[src/pmic_status_pkg.sv]
// Register map, field positions, reset values and timing for status block
package pmic_status_pkg;

	// ****************************************
	// Register offsets
	// ****************************************
	localparam logic [7:0] ADDR_TOP_EVENT = 8'h19;
	localparam logic [7:0] ADDR_TOP_EVENT_TWO = 8'h1a;
	localparam logic [7:0] ADDR_SW_EVENT = 8'h1b;
	localparam logic [7:0] ADDR_LIN_EVENT = 8'h1c;
	localparam logic [7:0] ADDR_TOP_STATUS = 8'h1d;
	localparam logic [7:0] ADDR_SW_STATUS = 8'h1e;
	localparam logic [7:0] ADDR_LIN_STATUS = 8'h1f;
	localparam logic [7:0] ADDR_TOP_MASK_ONE = 8'h20;
	localparam logic [7:0] ADDR_TOP_MASK_TWO = 8'h21;
	localparam logic [7:0] ADDR_SW_MASK = 8'h22;

	// ****************************************
	// Top-level field positions
	// ****************************************
	localparam int POS_PG = 7;
	localparam int POS_LIN_SUM = 6;
	localparam int POS_SW_SUM = 5;
	localparam int POS_CLK = 4;
	localparam int POS_SD = 3;
	localparam int POS_WARN = 2;
	localparam int POS_OVP = 1;
	localparam int POS_MEAS = 0;
	localparam int POS_RST_EVT = 0;

	// ****************************************
	// Per-regulator group: base of b and a, offsets inside a group
	// ****************************************
	localparam int BASE_B = 4;
	localparam int BASE_A = 0;
	localparam int OFF_EN = 3;
	localparam int OFF_FALL_GATE = 3;
	localparam int OFF_INV = 2;
	localparam int OFF_SHORT = 1;
	localparam int OFF_LIM = 0;

	// ****************************************
	// Writable, clearable and readable bit sets
	// ****************************************
	localparam logic [7:0] TOP_EVENT_CLEARABLE = 8'h9f;
	localparam logic [7:0] REG_EVENT_CLEARABLE = 8'h77;
	localparam logic [7:0] TOP_MASK_ONE_WRITABLE = 8'hff;
	localparam logic [7:0] TOP_MASK_ONE_USED = 8'h95;
	localparam logic [7:0] SW_MASK_WRITABLE = 8'hdd;
	localparam logic [7:0] TOP_STATUS_USED = 8'h9e;
	localparam logic [7:0] REG_STATUS_USED = 8'hdd;

	// ****************************************
	// Reset values
	// ****************************************
	localparam logic [7:0] EVENT_RESET = 8'h00;
	localparam logic RST_EVT_RESET = 1'b1;
	localparam logic [7:0] RDATA_RESET = 8'h00;

	// ****************************************
	// Timing
	// ****************************************
	localparam int CLK_MHZ = 25;
	localparam int SHORT_TIME_US = 1000;
	localparam int SHORT_CYCLES = SHORT_TIME_US * CLK_MHZ;

endpackage

[src/pmic_status_event_mask.sv]
// Status, latched event flags, masks and interrupt pin driver
`timescale 1ns/1ns

module pmic_status_event_mask
	import pmic_status_pkg::*;
#(
	parameter int SHORT_LIMIT = pmic_status_pkg::SHORT_CYCLES
) (
	// Clock, reset, enable
	input logic mclk,
	input logic rst,
	input logic ce,
	// Register port from serial interface logic
	input logic [7:0] reg_addr,
	input logic [7:0] reg_wdata,
	input logic reg_write,
	input logic reg_read,
	output logic [7:0] reg_rdata,
	// Mask defaults from one-time memory
	input logic [7:0] otp_top_mask_one,
	input logic otp_top_mask_two,
	input logic [7:0] otp_switcher_mask,
	// Analog monitor levels
	input logic power_good_output,
	input logic external_clock_invalid,
	input logic thermal_shutdown_state,
	input logic thermal_warning_state,
	input logic input_overvoltage_state,
	input logic switcher_b_enabled,
	input logic switcher_b_invalid_raw,
	input logic switcher_b_limit_raw,
	input logic switcher_b_short_raw,
	input logic switcher_a_enabled,
	input logic switcher_a_invalid_raw,
	input logic switcher_a_limit_raw,
	input logic switcher_a_short_raw,
	input logic linear_b_enabled,
	input logic linear_b_invalid_raw,
	input logic linear_b_limit_raw,
	input logic linear_b_short_raw,
	input logic linear_a_enabled,
	input logic linear_a_invalid_raw,
	input logic linear_a_limit_raw,
	input logic linear_a_short_raw,
	// Load measurement logic, same clock
	input logic load_measure_done,
	// Open-drain interrupt pin, low enable pulls pin low
	output logic interrupt_out_low_oe_n
);
	import pmic_status_pkg::*;

	localparam int CNT_W = $clog2(SHORT_LIMIT + 1);
	localparam logic [CNT_W-1:0] CNT_END = CNT_W'(SHORT_LIMIT);

	typedef struct packed {
		logic [23:0] sync1_stat;
		logic [23:0] sync2_stat;
		logic [23:0] prev_stat;
		logic [3:0] sync1_short;
		logic [3:0] sync2_short;
		logic [3:0][CNT_W-1:0] short_cnt;
		logic [7:0] top_event;
		logic rst_event;
		logic [7:0] sw_event;
		logic [7:0] lin_event;
		logic [7:0] top_mask_one;
		logic top_mask_two;
		logic [7:0] sw_mask;
		logic [7:0] rdata;
		logic irq_oe_n;
	} state_t;

	state_t q;
	state_t next_q;

	logic [23:0] raw_stat;
	logic [3:0] raw_short;
	logic [7:0] top_now;
	logic [7:0] sw_now;
	logic [7:0] lin_now;
	logic [7:0] top_was;
	logic [7:0] sw_was;
	logic [7:0] lin_was;
	logic [7:0] top_set;
	logic [7:0] sw_set;
	logic [7:0] lin_set;
	logic [3:0] short_hit;
	logic [7:0] top_view;
	logic pending;

	// ****************************************
	// Monitor inputs gathered in status-register order
	// ****************************************
	assign raw_stat = {power_good_output, 2'b00, external_clock_invalid,
		thermal_shutdown_state, thermal_warning_state,
		input_overvoltage_state, 1'b0,
		switcher_b_enabled, switcher_b_invalid_raw, 1'b0,
		switcher_b_limit_raw, switcher_a_enabled,
		switcher_a_invalid_raw, 1'b0, switcher_a_limit_raw,
		linear_b_enabled, linear_b_invalid_raw, 1'b0,
		linear_b_limit_raw, linear_a_enabled,
		linear_a_invalid_raw, 1'b0, linear_a_limit_raw};
	// Order: linear a, linear b, switcher a, switcher b
	assign raw_short = {switcher_b_short_raw, switcher_a_short_raw,
		linear_b_short_raw, linear_a_short_raw};

	assign top_now = q.sync2_stat[23:16] & TOP_STATUS_USED;
	assign sw_now = q.sync2_stat[15:8] & REG_STATUS_USED;
	assign lin_now = q.sync2_stat[7:0] & REG_STATUS_USED;
	assign top_was = q.prev_stat[23:16];
	assign sw_was = q.prev_stat[15:8];
	assign lin_was = q.prev_stat[7:0];

	// ****************************************
	// Next state
	// ****************************************
	always_comb begin
		next_q = q;
		top_set = 8'h00;
		sw_set = 8'h00;
		lin_set = 8'h00;
		short_hit = 4'h0;
		top_view = 8'h00;
		pending = 1'b0;

		// Two-stage synchronisers
		next_q.sync1_stat = raw_stat;
		next_q.sync2_stat = q.sync1_stat;
		next_q.sync1_short = raw_short;
		next_q.sync2_short = q.sync1_short;
		next_q.prev_stat = q.sync2_stat;

		// Short must persist past the full time
		for (int i = 0; i < 4; i++) begin
			if (!q.sync2_short[i]) begin
				next_q.short_cnt[i] = '0;
			end else if (q.short_cnt[i] != CNT_END) begin
				next_q.short_cnt[i] = q.short_cnt[i] + 1'b1;
			end else begin
				short_hit[i] = 1'b1;
			end
		end

		// Top-level events
		top_set[POS_PG] = top_was[POS_PG] & ~top_now[POS_PG];
		top_set[POS_CLK] = top_was[POS_CLK] ^ top_now[POS_CLK];
		top_set[POS_SD] = ~top_was[POS_SD] & top_now[POS_SD];
		top_set[POS_WARN] = ~top_was[POS_WARN] & top_now[POS_WARN];
		top_set[POS_OVP] = ~top_was[POS_OVP] & top_now[POS_OVP];
		top_set[POS_MEAS] = load_measure_done;

		// Switcher and linear events; switcher good event only for an unmasked direction
		for (int g = 0; g < 2; g++) begin
			int b;
			b = (g == 0) ? BASE_A : BASE_B;
			sw_set[b + OFF_INV] =
				(~sw_was[b + OFF_INV] & sw_now[b + OFF_INV] &
				~q.sw_mask[b + OFF_FALL_GATE]) |
				(sw_was[b + OFF_INV] & ~sw_now[b + OFF_INV] &
				~q.sw_mask[b + OFF_INV]);
			sw_set[b + OFF_SHORT] = short_hit[2 + g];
			sw_set[b + OFF_LIM] = sw_now[b + OFF_LIM];
			lin_set[b + OFF_INV] =
				lin_was[b + OFF_INV] ^ lin_now[b + OFF_INV];
			lin_set[b + OFF_SHORT] = short_hit[g];
			lin_set[b + OFF_LIM] = lin_now[b + OFF_LIM];
		end

		// Flags: a set in the clearing cycle wins
		next_q.top_event = q.top_event | top_set;
		next_q.sw_event = q.sw_event | sw_set;
		next_q.lin_event = q.lin_event | lin_set;
		if (reg_write) begin
			case (reg_addr)
				ADDR_TOP_EVENT: begin
					next_q.top_event = (q.top_event &
						~(reg_wdata & TOP_EVENT_CLEARABLE)) | top_set;
				end
				ADDR_TOP_EVENT_TWO: begin
					if (reg_wdata[POS_RST_EVT]) begin
						next_q.rst_event = 1'b0;
					end
				end
				ADDR_SW_EVENT: begin
					next_q.sw_event = (q.sw_event &
						~(reg_wdata & REG_EVENT_CLEARABLE)) | sw_set;
				end
				ADDR_LIN_EVENT: begin
					next_q.lin_event = (q.lin_event &
						~(reg_wdata & REG_EVENT_CLEARABLE)) |
						lin_set;
				end
				ADDR_TOP_MASK_ONE: begin
					next_q.top_mask_one = reg_wdata & TOP_MASK_ONE_WRITABLE;
				end
				ADDR_SW_MASK: begin
					next_q.sw_mask = reg_wdata & SW_MASK_WRITABLE;
				end
				// Mask two and status offsets keep their value
				default: begin
					next_q.top_mask_two = q.top_mask_two;
				end
			endcase
		end

		// Top event view with live summaries
		top_view = q.top_event & TOP_EVENT_CLEARABLE;
		top_view[POS_LIN_SUM] = |q.lin_event;
		top_view[POS_SW_SUM] = |q.sw_event;

		// Read data captured on the read strobe
		if (reg_read) begin
			case (reg_addr)
				ADDR_TOP_EVENT: next_q.rdata = top_view;
				ADDR_TOP_EVENT_TWO: next_q.rdata = {7'h00, q.rst_event};
				ADDR_SW_EVENT: next_q.rdata = q.sw_event;
				ADDR_LIN_EVENT: next_q.rdata = q.lin_event;
				ADDR_TOP_STATUS: begin
					next_q.rdata = top_now;
				end
				ADDR_SW_STATUS: begin
					next_q.rdata = sw_now;
				end
				ADDR_LIN_STATUS: begin
					next_q.rdata = lin_now;
				end
				ADDR_TOP_MASK_ONE: next_q.rdata = q.top_mask_one;
				ADDR_TOP_MASK_TWO: next_q.rdata = {7'h00, q.top_mask_two};
				ADDR_SW_MASK: next_q.rdata = q.sw_mask;
				default: next_q.rdata = 8'h00;
			endcase
		end

		// Unmasked pending flags pull the pin low
		pending =
			(q.top_event[POS_PG] & ~q.top_mask_one[POS_PG]) |
			(q.top_event[POS_CLK] & ~q.top_mask_one[POS_CLK]) |
			(q.top_event[POS_WARN] & ~q.top_mask_one[POS_WARN]) |
			(q.top_event[POS_MEAS] & ~q.top_mask_one[POS_MEAS]) |
			q.top_event[POS_SD] | q.top_event[POS_OVP] |
			(q.rst_event & ~q.top_mask_two) |
			(q.sw_event[BASE_B + OFF_LIM] &
			~q.sw_mask[BASE_B + OFF_LIM]) |
			(q.sw_event[BASE_A + OFF_LIM] & ~q.sw_mask[BASE_A + OFF_LIM]) |
			q.sw_event[BASE_B + OFF_INV] | q.sw_event[BASE_A + OFF_INV] |
			q.sw_event[BASE_B + OFF_SHORT] | q.sw_event[BASE_A + OFF_SHORT] |
			(|q.lin_event);
		next_q.irq_oe_n = ~pending;
	end

	// ****************************************
	// State register
	// ****************************************
	always_ff @(posedge mclk) begin
		if (rst) begin
			q <= '0;
			q.top_event <= EVENT_RESET;
			q.sw_event <= EVENT_RESET;
			q.lin_event <= EVENT_RESET;
			q.rst_event <= RST_EVT_RESET;
			q.top_mask_one <= otp_top_mask_one & TOP_MASK_ONE_USED;
			q.top_mask_two <= otp_top_mask_two;
			q.sw_mask <= otp_switcher_mask & SW_MASK_WRITABLE;
			q.rdata <= RDATA_RESET;
			q.irq_oe_n <= 1'b1;
		end else if (ce) begin
			q <= next_q;
		end
	end

	assign reg_rdata = q.rdata;
	assign interrupt_out_low_oe_n = q.irq_oe_n;
endmodule

[config.mk]
export PLATFORM = sky130hd
export DESIGN_NAME = pmic_status_event_mask
export DESIGN_NICKNAME = d
export VERILOG_FILES = /design/src/pmic_status_pkg.sv /design/src/pmic_status_event_mask.sv
export SDC_FILE = /design/constraint.sdc
export NUM_CORES = 1
export LEC_CHECK = 0
export BUFFER_PORTS_ARGS = -buffer_cell sky130_fd_sc_hd__buf_2
export CORE_MARGIN = 4
export CORE_UTILIZATION = 55
export CTS_BUF_LIST = sky130_fd_sc_hd__clkbuf_8
export DETAILED_ROUTE_END_ITERATION = 8
export GPL_ROUTABILITY_DRIVEN = 1
export MAX_ROUTING_LAYER = met4
export PLACE_DENSITY = 0.82
export SLEW_MARGIN = 20
export SYNTH_ARGS = -nofsm -noshare
export SYNTH_HDL_FRONTEND = slang
export SYNTH_SLANG_ARGS = --single-unit
export TNS_END_PERCENT = 5
[constraint.sdc]
create_clock -name mclk -period 4.9 [get_ports mclk]
set_clock_uncertainty 0.15 [all_clocks]
set_input_delay 0.49 -clock mclk [delete_from_list [all_inputs] [get_ports mclk]]
set_output_delay 0.49 -clock mclk [all_outputs]
set_load 0.02 [all_outputs]
Word-level counts from Yosys, hierarchy flattened
Index checks and enable logic that the tools add are counted.
- add/subtract/negate cells: 4
- $mul: 0
- divide/modulo/power cells: 0
- $lt $le $gt $ge: 0
- equality and inequality tests: 18
- shift operators: 0
- multiplexer cells: 28
- bitwise gates (word level): 68
- reduce and logical (&&, ||, !) cells: 15
- operator list (operator ; count):
    15-bit 2-to-1 mux ; 8
    8-bit case mux with 10 select lines ; 1
    15-bit by 1-bit adder with 15-bit output (second input constant) ; 4
    15-bit != test (second input constant) ; 4
    8-bit by 5-bit equality test with 1-bit output (second input constant) ; 7
    26-bit 2-to-1 mux ; 2
    8-bit 2-to-1 mux ; 6
    42-bit 2-to-1 mux ; 1
    8-bit by 7-bit OR with 8-bit output ; 4
    8-bit AND ; 3
    8-bit by 6-bit equality test with 1-bit output (second input constant) ; 3
    1-bit NOT ; 20
    1-bit AND ; 19
    8-bit OR ; 2
    8-bit OR reduction ; 2
    1-bit OR ; 15
    1-bit 2-to-1 mux ; 10
    2-bit AND reduction ; 5
    3-bit AND reduction ; 3
    2-bit by 1-bit != test with 1-bit output (second input constant) ; 4
    7-bit NOT with 8-bit output ; 1
    8-bit NOT ; 1
    2-bit nonzero test ; 4
    4-bit AND reduction ; 1
    1-bit XOR ; 3
- bits in registers: 168
- latch bits: 0
- RAM bits: 0
- bits in read-only memories: 0
- bits of input ports: 60
- output and inout port bits: 9
- memories kept: 0

Longest topological paths before layout
Gate-level depths: netlist of run 1.
- depth after elaboration: 18
- gate-level depth with buffers: 8
- depth with buffers taken out: 7

Worst setup path before layout of run 1
Ideal clock, no wire load.
- kind: reg2reg
- from: reg q[51] in the netlist's numbering
- to: reg q[65] in the netlist's numbering
- library setup time: 0.128 ns
- arrival time: 1.920 ns
- required time: 4.622 ns
- slack: 2.702 ns
- cell stages (with the launch flop): 9
- buffers on the path: 1
- clock period less this slack: 2.198 ns
- cell sequence: dfxtp_1 -> inv_1 -> ha_1 -> or3b_2 -> o41ai_4 -> buf_6 -> nor3_2 -> xnor2_1 -> nor2_1
- longest elaborated chain between the ends: 3
- elaborated cells on any way between the ends: 6
- RTL lines (item ; RTL line ; source):
    start: declaration ; pmic_status_event_mask.sv:73 ; state_t q;
    start signal: assignment ; pmic_status_event_mask.sv:267 ; q <= next_q;
    15-bit by 1-bit adder with 15-bit output or 15-bit != test (tied branches) ; pmic_status_event_mask.sv:138, pmic_status_event_mask.sv:137 ;
    15-bit 2-to-1 mux or 2-bit by 1-bit != test with 1-bit output (tied branches) ; -- ;
    15-bit 2-to-1 mux or 2-bit AND reduction (tied branches) ; -- ;
Several ways; a longest one is shown, not always the timed one. The select of a mux whose other input is x is not followed.
A chain may end at the register's enable or synchronous reset.

Worst setup path in the final report of run 1
- from: reg q[51] in the netlist's numbering
- to: reg q[64] in the netlist's numbering
Same word-level chain as after synthesis.

==> impl_metrics.yaml, run 1 <==
status:
  status: "finished, final reports clean"
power:
  totalPowerFinal_mw: 2.386
  power.density_cell_area_nw_per_um2: 305.4
  sequentialPowerShare_pct: 55.5
  total_switching_power_mw: 0.5952
  irDropWorstVdd_mv: 0.1657
  switching_share_pct: 24.94
  pwr-share-comb_pct: 7.6
  clock_power_share_pct: 36.8
  internal-power_mw: 1.791
  cellLeakagePower_nw: 2.926
global_route:
  number_of_antenna_violations_at_the_first_check_in_global_routing: 0
  grt_start_max_net_pins: 72
  grt_first_pass_wirelength_um: 26530
  gr-usage-all-layers_pct: 22.90
  use_met3_pct: 6.314
  met2_usage_pct: 33.98
  grt_pass1_vias: 5487
  globalRoute.busiestLayer: "met2"
  grt.overflow.total: 0
  grt.met1_usage_pct: 30.40
timing:
  timing.final.max_slew_violations: 0
  period_minus_slack_ns: 2.742
  rsz0062_at_grt: "false"
  worst_slew_pin_tran_ns: 1.040
  number_of_endpoints_with_negative_hold_slack_in_the_final_report: 0
  final_min_period_over_clock_period_pct: 55.96
  setup-tns-final_ns: 0
  finalSetupViolCount: 0
  fmax_ghz: 0.3647
  slew_headroom_pct: 30.55
detailed_routing:
  firstDrtPassIters: 8
  detail_route.wl_per_cell_um: 15.84
  via_count: 5941
  route.final.wire_length_um: 16140
  first_iter_violations: 572
  viasPerCell: 5.830
  drtAntennaViolNets: 0
  remaining_drc_errors: 0
critical_path:
  critical_path.max_stage_delay_ns: 0.95
  crit_fanout: 18
  crit_arrival_ns: 2.89
  end_kind: "flip-flop"
  critical_path.slowest_cell: "sky130_fd_sc_hd__o41ai_4"
  path_class: "flip-flop to flip-flop"
  start_kind: "flip-flop"
  crit_chain: "inv_1, ha_1, or3b_2, o41ai_4, nor4_1, xnor2_1, nor2_1"
  slack_of_the_worst_reg_to_reg_path_ns: 2.16
  required_ns: 5.05
die:
  dieArea_um2: 14860
  die_height_um: 121.9
  design.core.area_um2: 12670
  core.rowCount: 41
  fp.dieW_um: 121.9
  initial_utilization_pct: 56.33
  top_level_ports: 69
yosys:
  synth.area.top_cells: "sky130_fd_sc_hd__dfxtp_1 40%, sky130_fd_sc_hd__mux2i_1 8.7%, sky130_fd_sc_hd__nor2_1 6.5%"
  yosys_most_used_dff: "sky130_fd_sc_hd__dfxtp_1"
  post_synth_net_total: 868
  synth.largest_area_cell: "sky130_fd_sc_hd__dfxtp_1"
  ys_top_cells_by_count: "143 x sky130_fd_sc_hd__dfxtp_1, 123 x sky130_fd_sc_hd__nor2_1, 62 x sky130_fd_sc_hd__mux2i_1, 59 x sky130_fd_sc_hd__nand2_1, 36 x sky130_fd_sc_hd__a21oi_1"
  synthMostInstantiatedCell: "sky130_fd_sc_hd__dfxtp_1"
  ys_async_rst_share_pct: 0
  yosysSeqAreaShare_pct: 44.73
  synth.top_cell.area_share_pct: 40.11
  synth.distinct_cells: 66
  edff_count_synth: 11
  yosys_warnings: 0
  synth_area_um2: 7138
  syn_avg_cell_area_um2: 8.923
  synth.ff_latch_count: 154
  syn_inst: 800
clock_network:
  numCtsBuffers: 17
  cts-resized-gates: 0
  cts_hold_fix_bufs: 0
  cts.clk_slew.worst_paths_ns: 0.08
  post_cts_setup_buffers: 0
  cts_buffer_depth: 2
  clkLatencyLatePin_ns: 0.45
  cts.root.buffer_cell: "sky130_fd_sc_hd__clkbuf_8"
  cts_tree: "yes"
  number_of_levels_in_the_clock_h_tree: 4
  cts_sinks: 154
job:
  drv_cap: 0
place:
  dpl.hpwl_um: 11080
  finalWeightedCongestion: 0.9747
  io_buffers: 62
min_path:
  hold_path_class: "input pin to flip-flop"
cells_and_area:
  fin_nets: 902
  post_route_cells_drive_above_1_share_pct: 13.11
  synthToLayoutAreaGrowth_pct: 9.465
  num_antenna_cells: 0
==> cell families (layout without fill, tap and decap cells) <==
family,Yosys count,count (layout),synth area share (%)
AND/OR/NAND/NOR,329,329,23.10
flip-flops,154,154,44.73
AO/OA/AOI/OAI,124,124,11.11
buffers and inverters,73,120,4.592
multiplexers,64,64,9.167
XOR/XNOR,48,48,5.890
adder cells (fa/ha/maj),8,8,1.402
==> critical path, delay by kind of cell, from the launching register on <==
kind	cells	cell delay, ns
buffers and inverters	1	0.09
DFF	1	0.33
xor gates and xnor gates	1	0.19
adders and majority gates	1	0.15
AOI/OAI and AO/OA	1	0.95
and+or+nand+nor	3	0.73
==> routing by layer <==
metal | wire length (µm) | share of wire (%) | vias up
li1 | - | - | 2895
met1 | 7459 | 46 | 2798
met2 | 7206 | 45 | 213
met3 | 1099 | 6.8 | 35
met4 | 373 | 2.3 | 0
met5 | 0 | 0 | -
==> layout make-up <==
cell class,count,area [µm²]
inverter,24,90.09
sequential,154,3193
clock buffer,19,261.5
fill,1116,4857
tap,172,215.2
clock inverter,13,102.6
multi-input combinational,573,3621
timing repair buffer,64,330.3
==> final timing paths <==
path                        start  cells after the start     endpoint
min reg2reg                 q[38]                      2        q[38]
min          switcher_a_short_raw                      3  next_q[113]
max                         q[51]                      7        q[64]
max reg2reg                 q[51]                      7        q[64]
==> cells in the final DEF, fill, tap and decap left out, types with 5 or more instances in the layout <==
cell / instances
sky130_fd_sc_hd__buf_2: 60
sky130_fd_sc_hd__nor3_1: 20
sky130_fd_sc_hd__or3_1: 12
sky130_fd_sc_hd__xnor2_1: 22
sky130_fd_sc_hd__and3_1: 9
sky130_fd_sc_hd__edfxtp_1: 11
sky130_fd_sc_hd__dfxtp_1: 143
sky130_fd_sc_hd__ha_1: 8
sky130_fd_sc_hd__a211oi_1: 8
sky130_fd_sc_hd__nand4_1: 28
sky130_fd_sc_hd__nor3b_1: 5
sky130_fd_sc_hd__inv_1: 26
sky130_fd_sc_hd__o31ai_1: 11
sky130_fd_sc_hd__and2_1: 6
sky130_fd_sc_hd__a21oi_1: 36
sky130_fd_sc_hd__nand2_1: 59
sky130_fd_sc_hd__nor4_1: 7
sky130_fd_sc_hd__clkbuf_8: 19
sky130_fd_sc_hd__nand2b_1: 5
sky130_fd_sc_hd__mux2i_1: 62
sky130_fd_sc_hd__o21ai_0: 34
sky130_fd_sc_hd__nand3_1: 21
sky130_fd_sc_hd__nor3_2: 5
sky130_fd_sc_hd__clkinv_2: 5
sky130_fd_sc_hd__nor2_1: 123
sky130_fd_sc_hd__xor2_1: 26
==> registers in the layout (all words and copies together), names as in the netlist <==
register and cells:
q 105, lin_now 6, next_q 32, reg_rdata 8, lin_was 2, interrupt_out_low_oe_n 1
==> power groups by stage <==
stage	logic, mW	registers (mW)	clock network, mW
floorplan	0.130	1.35	0
global placement	0.177	1.35	0
detailed placement	0.180	1.35	0
CTS	0.181	1.32	0.896
global route	0.201	1.33	0.957
finish	0.182	1.33	0.879
==> stage by stage <==
step,hold slack (ns),util (%),cells,instance area (µm²),setup WS [ns]
finish,0.1259,61.67,1019,7814,2.158
global route,0.1039,61.67,1019,7814,1.936
CTS,0.1044,61.64,1019,7810,2.154
detailed placement,0.3192,58.76,987,7446,2.115
global placement,0.3134,58.76,987,7446,2.178
floorplan,0.3001,-,800,7138,2.702
No activity file was read; power rests on OpenSTA's default activity.
==> inputs of run 2 (changes only) <==
==> constraint.sdc (replaced) <==
create_clock -name mclk -period 2.67 [get_ports mclk]
set_clock_uncertainty 0.15 [all_clocks]
set_input_delay 0.267 -clock mclk [delete_from_list [all_inputs] [get_ports mclk]]
set_output_delay 0.267 -clock mclk [all_outputs]
set_load 0.02 [all_outputs]
==> run 2 against run 1 <==
Net effect: maximum frequency up 25%; power up 85%; via count increased by 2.2%; sequential power grew 83%; critical path depth rose by 1; worst setup slack worse by 1.7 ns; critical endpoint is now q[61]; largest cell class unchanged; largest power group unchanged.
==> impl_metrics.yaml, run 2 (same netlist as run 1, synthesis figures left out) <==
cells_and_area:
  layout.cells.most_common: "sky130_fd_sc_hd__dfxtp_1"
  layout.cells.most_common_list: "143 x sky130_fd_sc_hd__dfxtp_1, 123 x sky130_fd_sc_hd__nor2_1, 62 x sky130_fd_sc_hd__mux2i_1, 60 x sky130_fd_sc_hd__buf_2, 59 x sky130_fd_sc_hd__nand2_1"
  largest_register_ff_count: 105
  finalCoreUtilization_pct: 65.78
  design_area_um2: 8335
  num_antenna_cells: 0
  filler_cell_count: 1014
  fin_nets: 961
  post_route_cells_drive_above_1_share_pct: 14.68
  regMostFlops: "q"
  layout.cells.non_filler: 1078
  synthToLayoutAreaGrowth_pct: 16.77
timing:
  worst_slew_pin_tran_ns: 0.8760
  final_min_period_over_clock_period_pct: 82.25
  finalSetupViolCount: 0
  period_minus_slack_ns: 2.196
  rsz0062_at_grt: "false"
  fmax_ghz: 0.4553
  setup-tns-final_ns: 0
  setup_slack_ns: 0.4739
  slew_headroom_pct: 41.10
  timing.final.max_slew_violations: 0
  number_of_endpoints_with_negative_hold_slack_in_the_final_report: 0
clock_network:
  cts.root.buffer_cell: "sky130_fd_sc_hd__clkbuf_8"
  cts.clk_slew.worst_paths_ns: 0.09
  cts_sinks: 154
  number_of_levels_in_the_clock_h_tree: 4
  cts_buffer_depth: 2
  numCtsBuffers: 17
  cts-resized-gates: 0
  clkLatencyLatePin_ns: 0.47
  cts_tree: "yes"
die:
  fp.dieW_um: 121.9
  dieArea_um2: 14860
  die_height_um: 121.9
  core.rowCount: 41
  initial_utilization_pct: 56.33
  top_level_ports: 69
  design.core.area_um2: 12670
place:
  dpl.hpwl_um: 11720
  dpl_worst_slack_ns: 0.4356
  io_buffers: 62
  detailed_place.area_um2: 7604
  post-place-cells: 1008
  finalWeightedCongestion: 0.9636
critical_path:
  critical_path.max_stage_delay_ns: 0.49
  crit_arrival_ns: 2.41
  critPathBufInv: 2
  start_kind: "flip-flop"
  required_ns: 2.88
  end_kind: "flip-flop"
  cpLargestDelayFamily: "simple AND/OR/NAND/NOR gates"
  crit_chain: "inv_1, ha_1, or3b_2, o41ai_4, buf_4, nor3_1, xnor2_1, nor2_1"
  crit_fanout: 8
  critical_path.slowest_cell: "sky130_fd_sc_hd__or3b_2"
  path_class: "flip-flop to flip-flop"
job:
  drv_cap: 0
detailed_routing:
  firstDrtPassIters: 5
  detail_route.wl_per_cell_um: 15.69
  via_count: 6073
  remaining_drc_errors: 0
  route.final.wire_length_um: 16910
  top_layer_used: "met4"
  met3RoutedLength_um: 1103
  viasPerCell: 5.634
  drtAntennaViolNets: 0
  first_iter_violations: 562
  wirelength_met1_um: 7560
  dr_wl_met2_um: 7787
power:
  clock_power_share_pct: 35.9
  cellLeakagePower_nw: 3.153
  internal-power_mw: 3.219
  power.density_cell_area_nw_per_um2: 530.1
  irDropWorstVdd_mv: 0.3619
  pwr-share-comb_pct: 9.0
  total_switching_power_mw: 1.200
  sequentialPowerShare_pct: 55.1
  switching_share_pct: 27.16
global_route:
  grt_first_pass_wirelength_um: 28010
  grt.overflow.total: 0
  grt_pass1_vias: 5807
  gr-usage-all-layers_pct: 24.45
  number_of_antenna_violations_at_the_first_check_in_global_routing: 0
  grt_start_max_net_pins: 59
min_path:
  hold_path_class: "input pin to flip-flop"
status:
  status: "finished, final reports clean"
-- run 2: changes by cell type in the layout (fill, tap and decap cells not counted), sizes merged --
cell         previous run  this run
dlygate4sd3             0        38
buf                    64        85
clkinvlp                3         7
clkinv                  6         3
clkbuf                 19        17
inv                    27        29
bufinv                  1         0
-- run 2: power by group through the flow --
stage               combinational (mW)  sequential, mW  clock [mW]
global route                     0.436            2.44        1.72
CTS                              0.394            2.43        1.61
global placement                 0.343            2.48           0
detailed placement               0.349            2.49           0
finish                           0.398            2.43        1.59
floorplan                        0.238            2.47           0
-- run 2: worst register-to-register path, stage by stage, from the launching register on --
cell and delay, ns:
sky130_fd_sc_hd__dfxtp_1 0.33, sky130_fd_sc_hd__inv_1 0.09, sky130_fd_sc_hd__ha_1 0.14, sky130_fd_sc_hd__or3b_2 0.49, sky130_fd_sc_hd__o41ai_4 0.36, sky130_fd_sc_hd__buf_4 0.22, sky130_fd_sc_hd__nor3_1 0.08, sky130_fd_sc_hd__xnor2_1 0.18
sky130_fd_sc_hd__nor2_1 0.06
-- run 2: layer usage --
| layer | up-vias | global-route usage (%) |
|---|---|---|
| li1 | 2995 | - |
| met5 | - | - |
| met3 | 38 | 5.757 |
| met2 | 210 | 37.12 |
| met1 | 2830 | 31.79 |
| met4 | 0 | 9.524 |
-- run 2: final timing paths --
path              startpoint  cells after the start     to  slack [ns]
hold / removal            ce                      3  q[26]        0.04
setup reg to reg       q[51]                      8  q[61]        0.47
setup / recovery       q[51]                      8  q[61]        0.47
hold reg to reg        q[38]                      2  q[38]        0.34
-- run 2: final cells by class --
cell class,count,area [µm²],area share [%]
Multi-Input combinational cell,573,3617,43.40
Sequential cell,154,3193,38.31
Timing Repair Buffer,123,868.3,10.42
Clock buffer,17,234.0,2.807
Tap cell,172,215.2,2.582
Clock inverter,15,117.6,1.411
Inverter,24,90.09,1.081
-- run 2: stage by stage --
| step | power, mW | hold slack [ns] |
|---|---|---|
| after floorplan | 2.707 | 0.2295 |
| after global placement | 2.826 | 0.3109 |
| after detailed placement | 2.835 | 0.3276 |
| after CTS | 4.430 | 0.01933 |
| after global routing | 4.591 | 0.04818 |
| final | 4.419 | 0.04128 |
-- run 2: repair_timing --
action,4_1_cts,5_1_grt
hold buffers,38,0
hold endpoints to repair,38,0
buffers inserted,0,0
==> inputs of run 3 (changes only) <==
==> constraint.sdc (replaced) <==
create_clock -name mclk -period 2.25 [get_ports mclk]
set_clock_uncertainty 0.15 [all_clocks]
set_input_delay 0.225 -clock mclk [delete_from_list [all_inputs] [get_ports mclk]]
set_output_delay 0.225 -clock mclk [all_outputs]
set_load 0.02 [all_outputs]
==> run 3 against run 2 <==
Net effect: combinational power rose by 21%; final cell count is 0.74% higher; via count is 2.1% higher; worst hold slack improved by 0.0060 ns; non-clock buffer count grew 8; global-route usage is 0.50 points higher; sequential share of layout area fell by 0.57 points; sequential power increased by 19%; critical path depth unchanged; highest routed layer unchanged.
==> impl_metrics.yaml, run 3 (same netlist as run 1, synthesis figures left out) <==
status:
  status: "finished, final reports clean"
critical_path:
  path_class: "flip-flop to flip-flop"
  crit_end: "q[64]"
  start_kind: "flip-flop"
  critical_path.max_stage_delay_ns: 0.48
  crit-reg2reg-launch: "q[51]"
  critPathBufInv: 2
  required_ns: 2.44
  worstSetupPathDepth: 8
  cpLargestDelayFamily: "simple AND/OR/NAND/NOR gates"
  critical_path.slowest_cell: "sky130_fd_sc_hd__or3b_2"
  end_kind: "flip-flop"
  slack_of_the_worst_reg_to_reg_path_ns: 0.1
  crit_fanout: 9
  rr_endpoint: "q[64]"
  crit_start: "q[51]"
  reg2regPathDepth: 8
  crit_arrival_ns: 2.34
  crit_chain: "inv_1, ha_1, or3b_2, o41ai_4, buf_4, nor4_1, xnor2_1, nor2_1"
timing:
  worst_slew_pin_tran_ns: 0.7959
  finalSetupViolCount: 0
  period_minus_slack_ns: 2.152
  number_of_endpoints_with_negative_hold_slack_in_the_final_report: 0
  slew_headroom_pct: 46.49
  rsz0062_at_grt: "true"
  final_min_period_over_clock_period_pct: 95.66
  setup_slack_ns: 0.09769
  timing.final.max_slew_violations: 0
  setup-tns-final_ns: 0
  fmax_ghz: 0.4646
job:
  drv_cap: 0
cells_and_area:
  synthToLayoutAreaGrowth_pct: 18.53
  layout.cells.most_common_list: "143 x sky130_fd_sc_hd__dfxtp_1, 123 x sky130_fd_sc_hd__nor2_1, 62 x sky130_fd_sc_hd__mux2i_1, 60 x sky130_fd_sc_hd__buf_2, 59 x sky130_fd_sc_hd__nand2_1"
  layout.cells.non_filler: 1086
  post_route_cells_drive_above_1_share_pct: 15.10
  num_antenna_cells: 0
  regMostFlops: "q"
  layout.cells.most_common: "sky130_fd_sc_hd__dfxtp_1"
  fin_nets: 969
  finalCoreUtilization_pct: 66.77
  largest_register_ff_count: 105
power:
  power.density_cell_area_nw_per_um2: 653.1
  switching_share_pct: 24.06
  total_switching_power_mw: 1.330
  clock_power_share_pct: 39.0
  internal-power_mw: 4.196
  cellLeakagePower_nw: 3.245
  irDropWorstVdd_mv: 0.5780
  sequentialPowerShare_pct: 52.3
  pwr-share-comb_pct: 8.7
clock_network:
  cts_buffer_depth: 2
  number_of_levels_in_the_clock_h_tree: 4
  post_cts_setup_buffers: 0
  cts.clk_slew.worst_paths_ns: 0.08
  cts-resized-gates: 0
  cts_sinks: 154
  cts.root.buffer_cell: "sky130_fd_sc_hd__clkbuf_8"
  cts_tree: "yes"
  clkLatencyLatePin_ns: 0.45
  numCtsBuffers: 17
global_route:
  number_of_antenna_violations_at_the_first_check_in_global_routing: 0
  gr-usage-all-layers_pct: 24.95
  grt.overflow.total: 0
  grt_start_max_net_pins: 52
  grt_pass1_vias: 5920
  grt_first_pass_wirelength_um: 28640
detailed_routing:
  wirelength_met1_um: 7788
  dr_wl_met2_um: 7905
  first_iter_violations: 621
  viasPerCell: 5.707
  firstDrtPassIters: 7
  route.final.wire_length_um: 17430
  met3RoutedLength_um: 1174
  detail_route.wl_per_cell_um: 16.05
  remaining_drc_errors: 0
  top_layer_used: "met4"
  via_count: 6198
  drtAntennaViolNets: 0
place:
  dpl.hpwl_um: 11880
  finalWeightedCongestion: 0.9688
  dpl_worst_slack_ns: 0.1024
  io_buffers: 62
  post-place-cells: 1016
die:
  fp.dieW_um: 121.9
  top_level_ports: 69
  die_height_um: 121.9
  dieArea_um2: 14860
  design.core.area_um2: 12670
  core.rowCount: 41
  initial_utilization_pct: 56.33
min_path:
  hold_path_class: "input pin to flip-flop"
[run 3: cell types whose count changed in the layout (fill, tap and decap cells not counted)]
cell,before,now
sky130_fd_sc_hd__buf_4,25,33
sky130_fd_sc_hd__bufinv_16,0,3
sky130_fd_sc_hd__clkbuf_8,17,19
sky130_fd_sc_hd__clkinv_2,2,1
sky130_fd_sc_hd__clkinv_4,1,3
sky130_fd_sc_hd__clkinvlp_4,7,3
sky130_fd_sc_hd__inv_1,24,27
sky130_fd_sc_hd__inv_6,4,0
sky130_fd_sc_hd__inv_8,1,0
[run 3: what timing repair did]
action                                  4_1_cts  5_1_grt
hold endpoints to repair                     38        0
endpoints found under the setup margin        0        1
hold buffers                                 38        0
[run 3: worst min-delay path by stage]
stage | from | to | cells past startpoint
3_3_place_gp | switcher_b_enabled | next_q[158] | 3
4_1_cts | reg_addr[2] | reg_rdata[5] | 3
6_report | reg_addr[2] | reg_rdata[5] | 3
3_5_place_dp | switcher_b_short_raw | next_q[114] | 3
2_1_floorplan | rst | q[17] | 0
5_1_grt | reg_addr[2] | reg_rdata[5] | 3
[run 3: layout make-up]
type | count | area (µm²)
tap | 172 | 215.2
clock inverter | 13 | 155.1
timing repair buffer | 131 | 928.4
multi-input combinational | 573 | 3617
fill | 1019 | 4210
sequential | 154 | 3193
clock buffer | 19 | 261.5
inverter | 24 | 90.09
[run 3: layer usage]
metal	vias to the layer above	global-route usage (%)
met1	2921	32.17
met5	-	-
li1	3018	-
met2	210	38.43
met3	49	6.267
met4	0	8.683
[run 3: worst register-to-register path: cells and delay by family (launching register included)]
kind | cells | cell delay (ns)
buf+inv | 2 | 0.32
flops | 1 | 0.33
xor+xnor | 1 | 0.15
compound gates | 1 | 0.36
simple gates | 3 | 0.61
fa+ha+maj | 1 | 0.14
[run 3: power by group through the flow]
stage                     Sequential (mW)  Clock, mW  Combinational (mW)
after floorplan                      2.93          0               0.282
after global placement               2.95          0               0.415
after detailed placement             2.95          0               0.421
after CTS                            2.89       2.19               0.475
after global routing                 2.90       2.31               0.526
final                                2.89       2.16               0.481
[run 3: metrics by stage]
step	area, µm²	total power, mW	hold WS, ns
2_1_floorplan	7138	3.212	0.1875
3_3_place_gp	7664	3.364	0.3089
3_5_place_dp	7664	3.372	0.3158
4_1_cts	8461	5.550	0.01422
5_1_grt	8461	5.733	0.02775
6_report	8461	5.526	0.04725
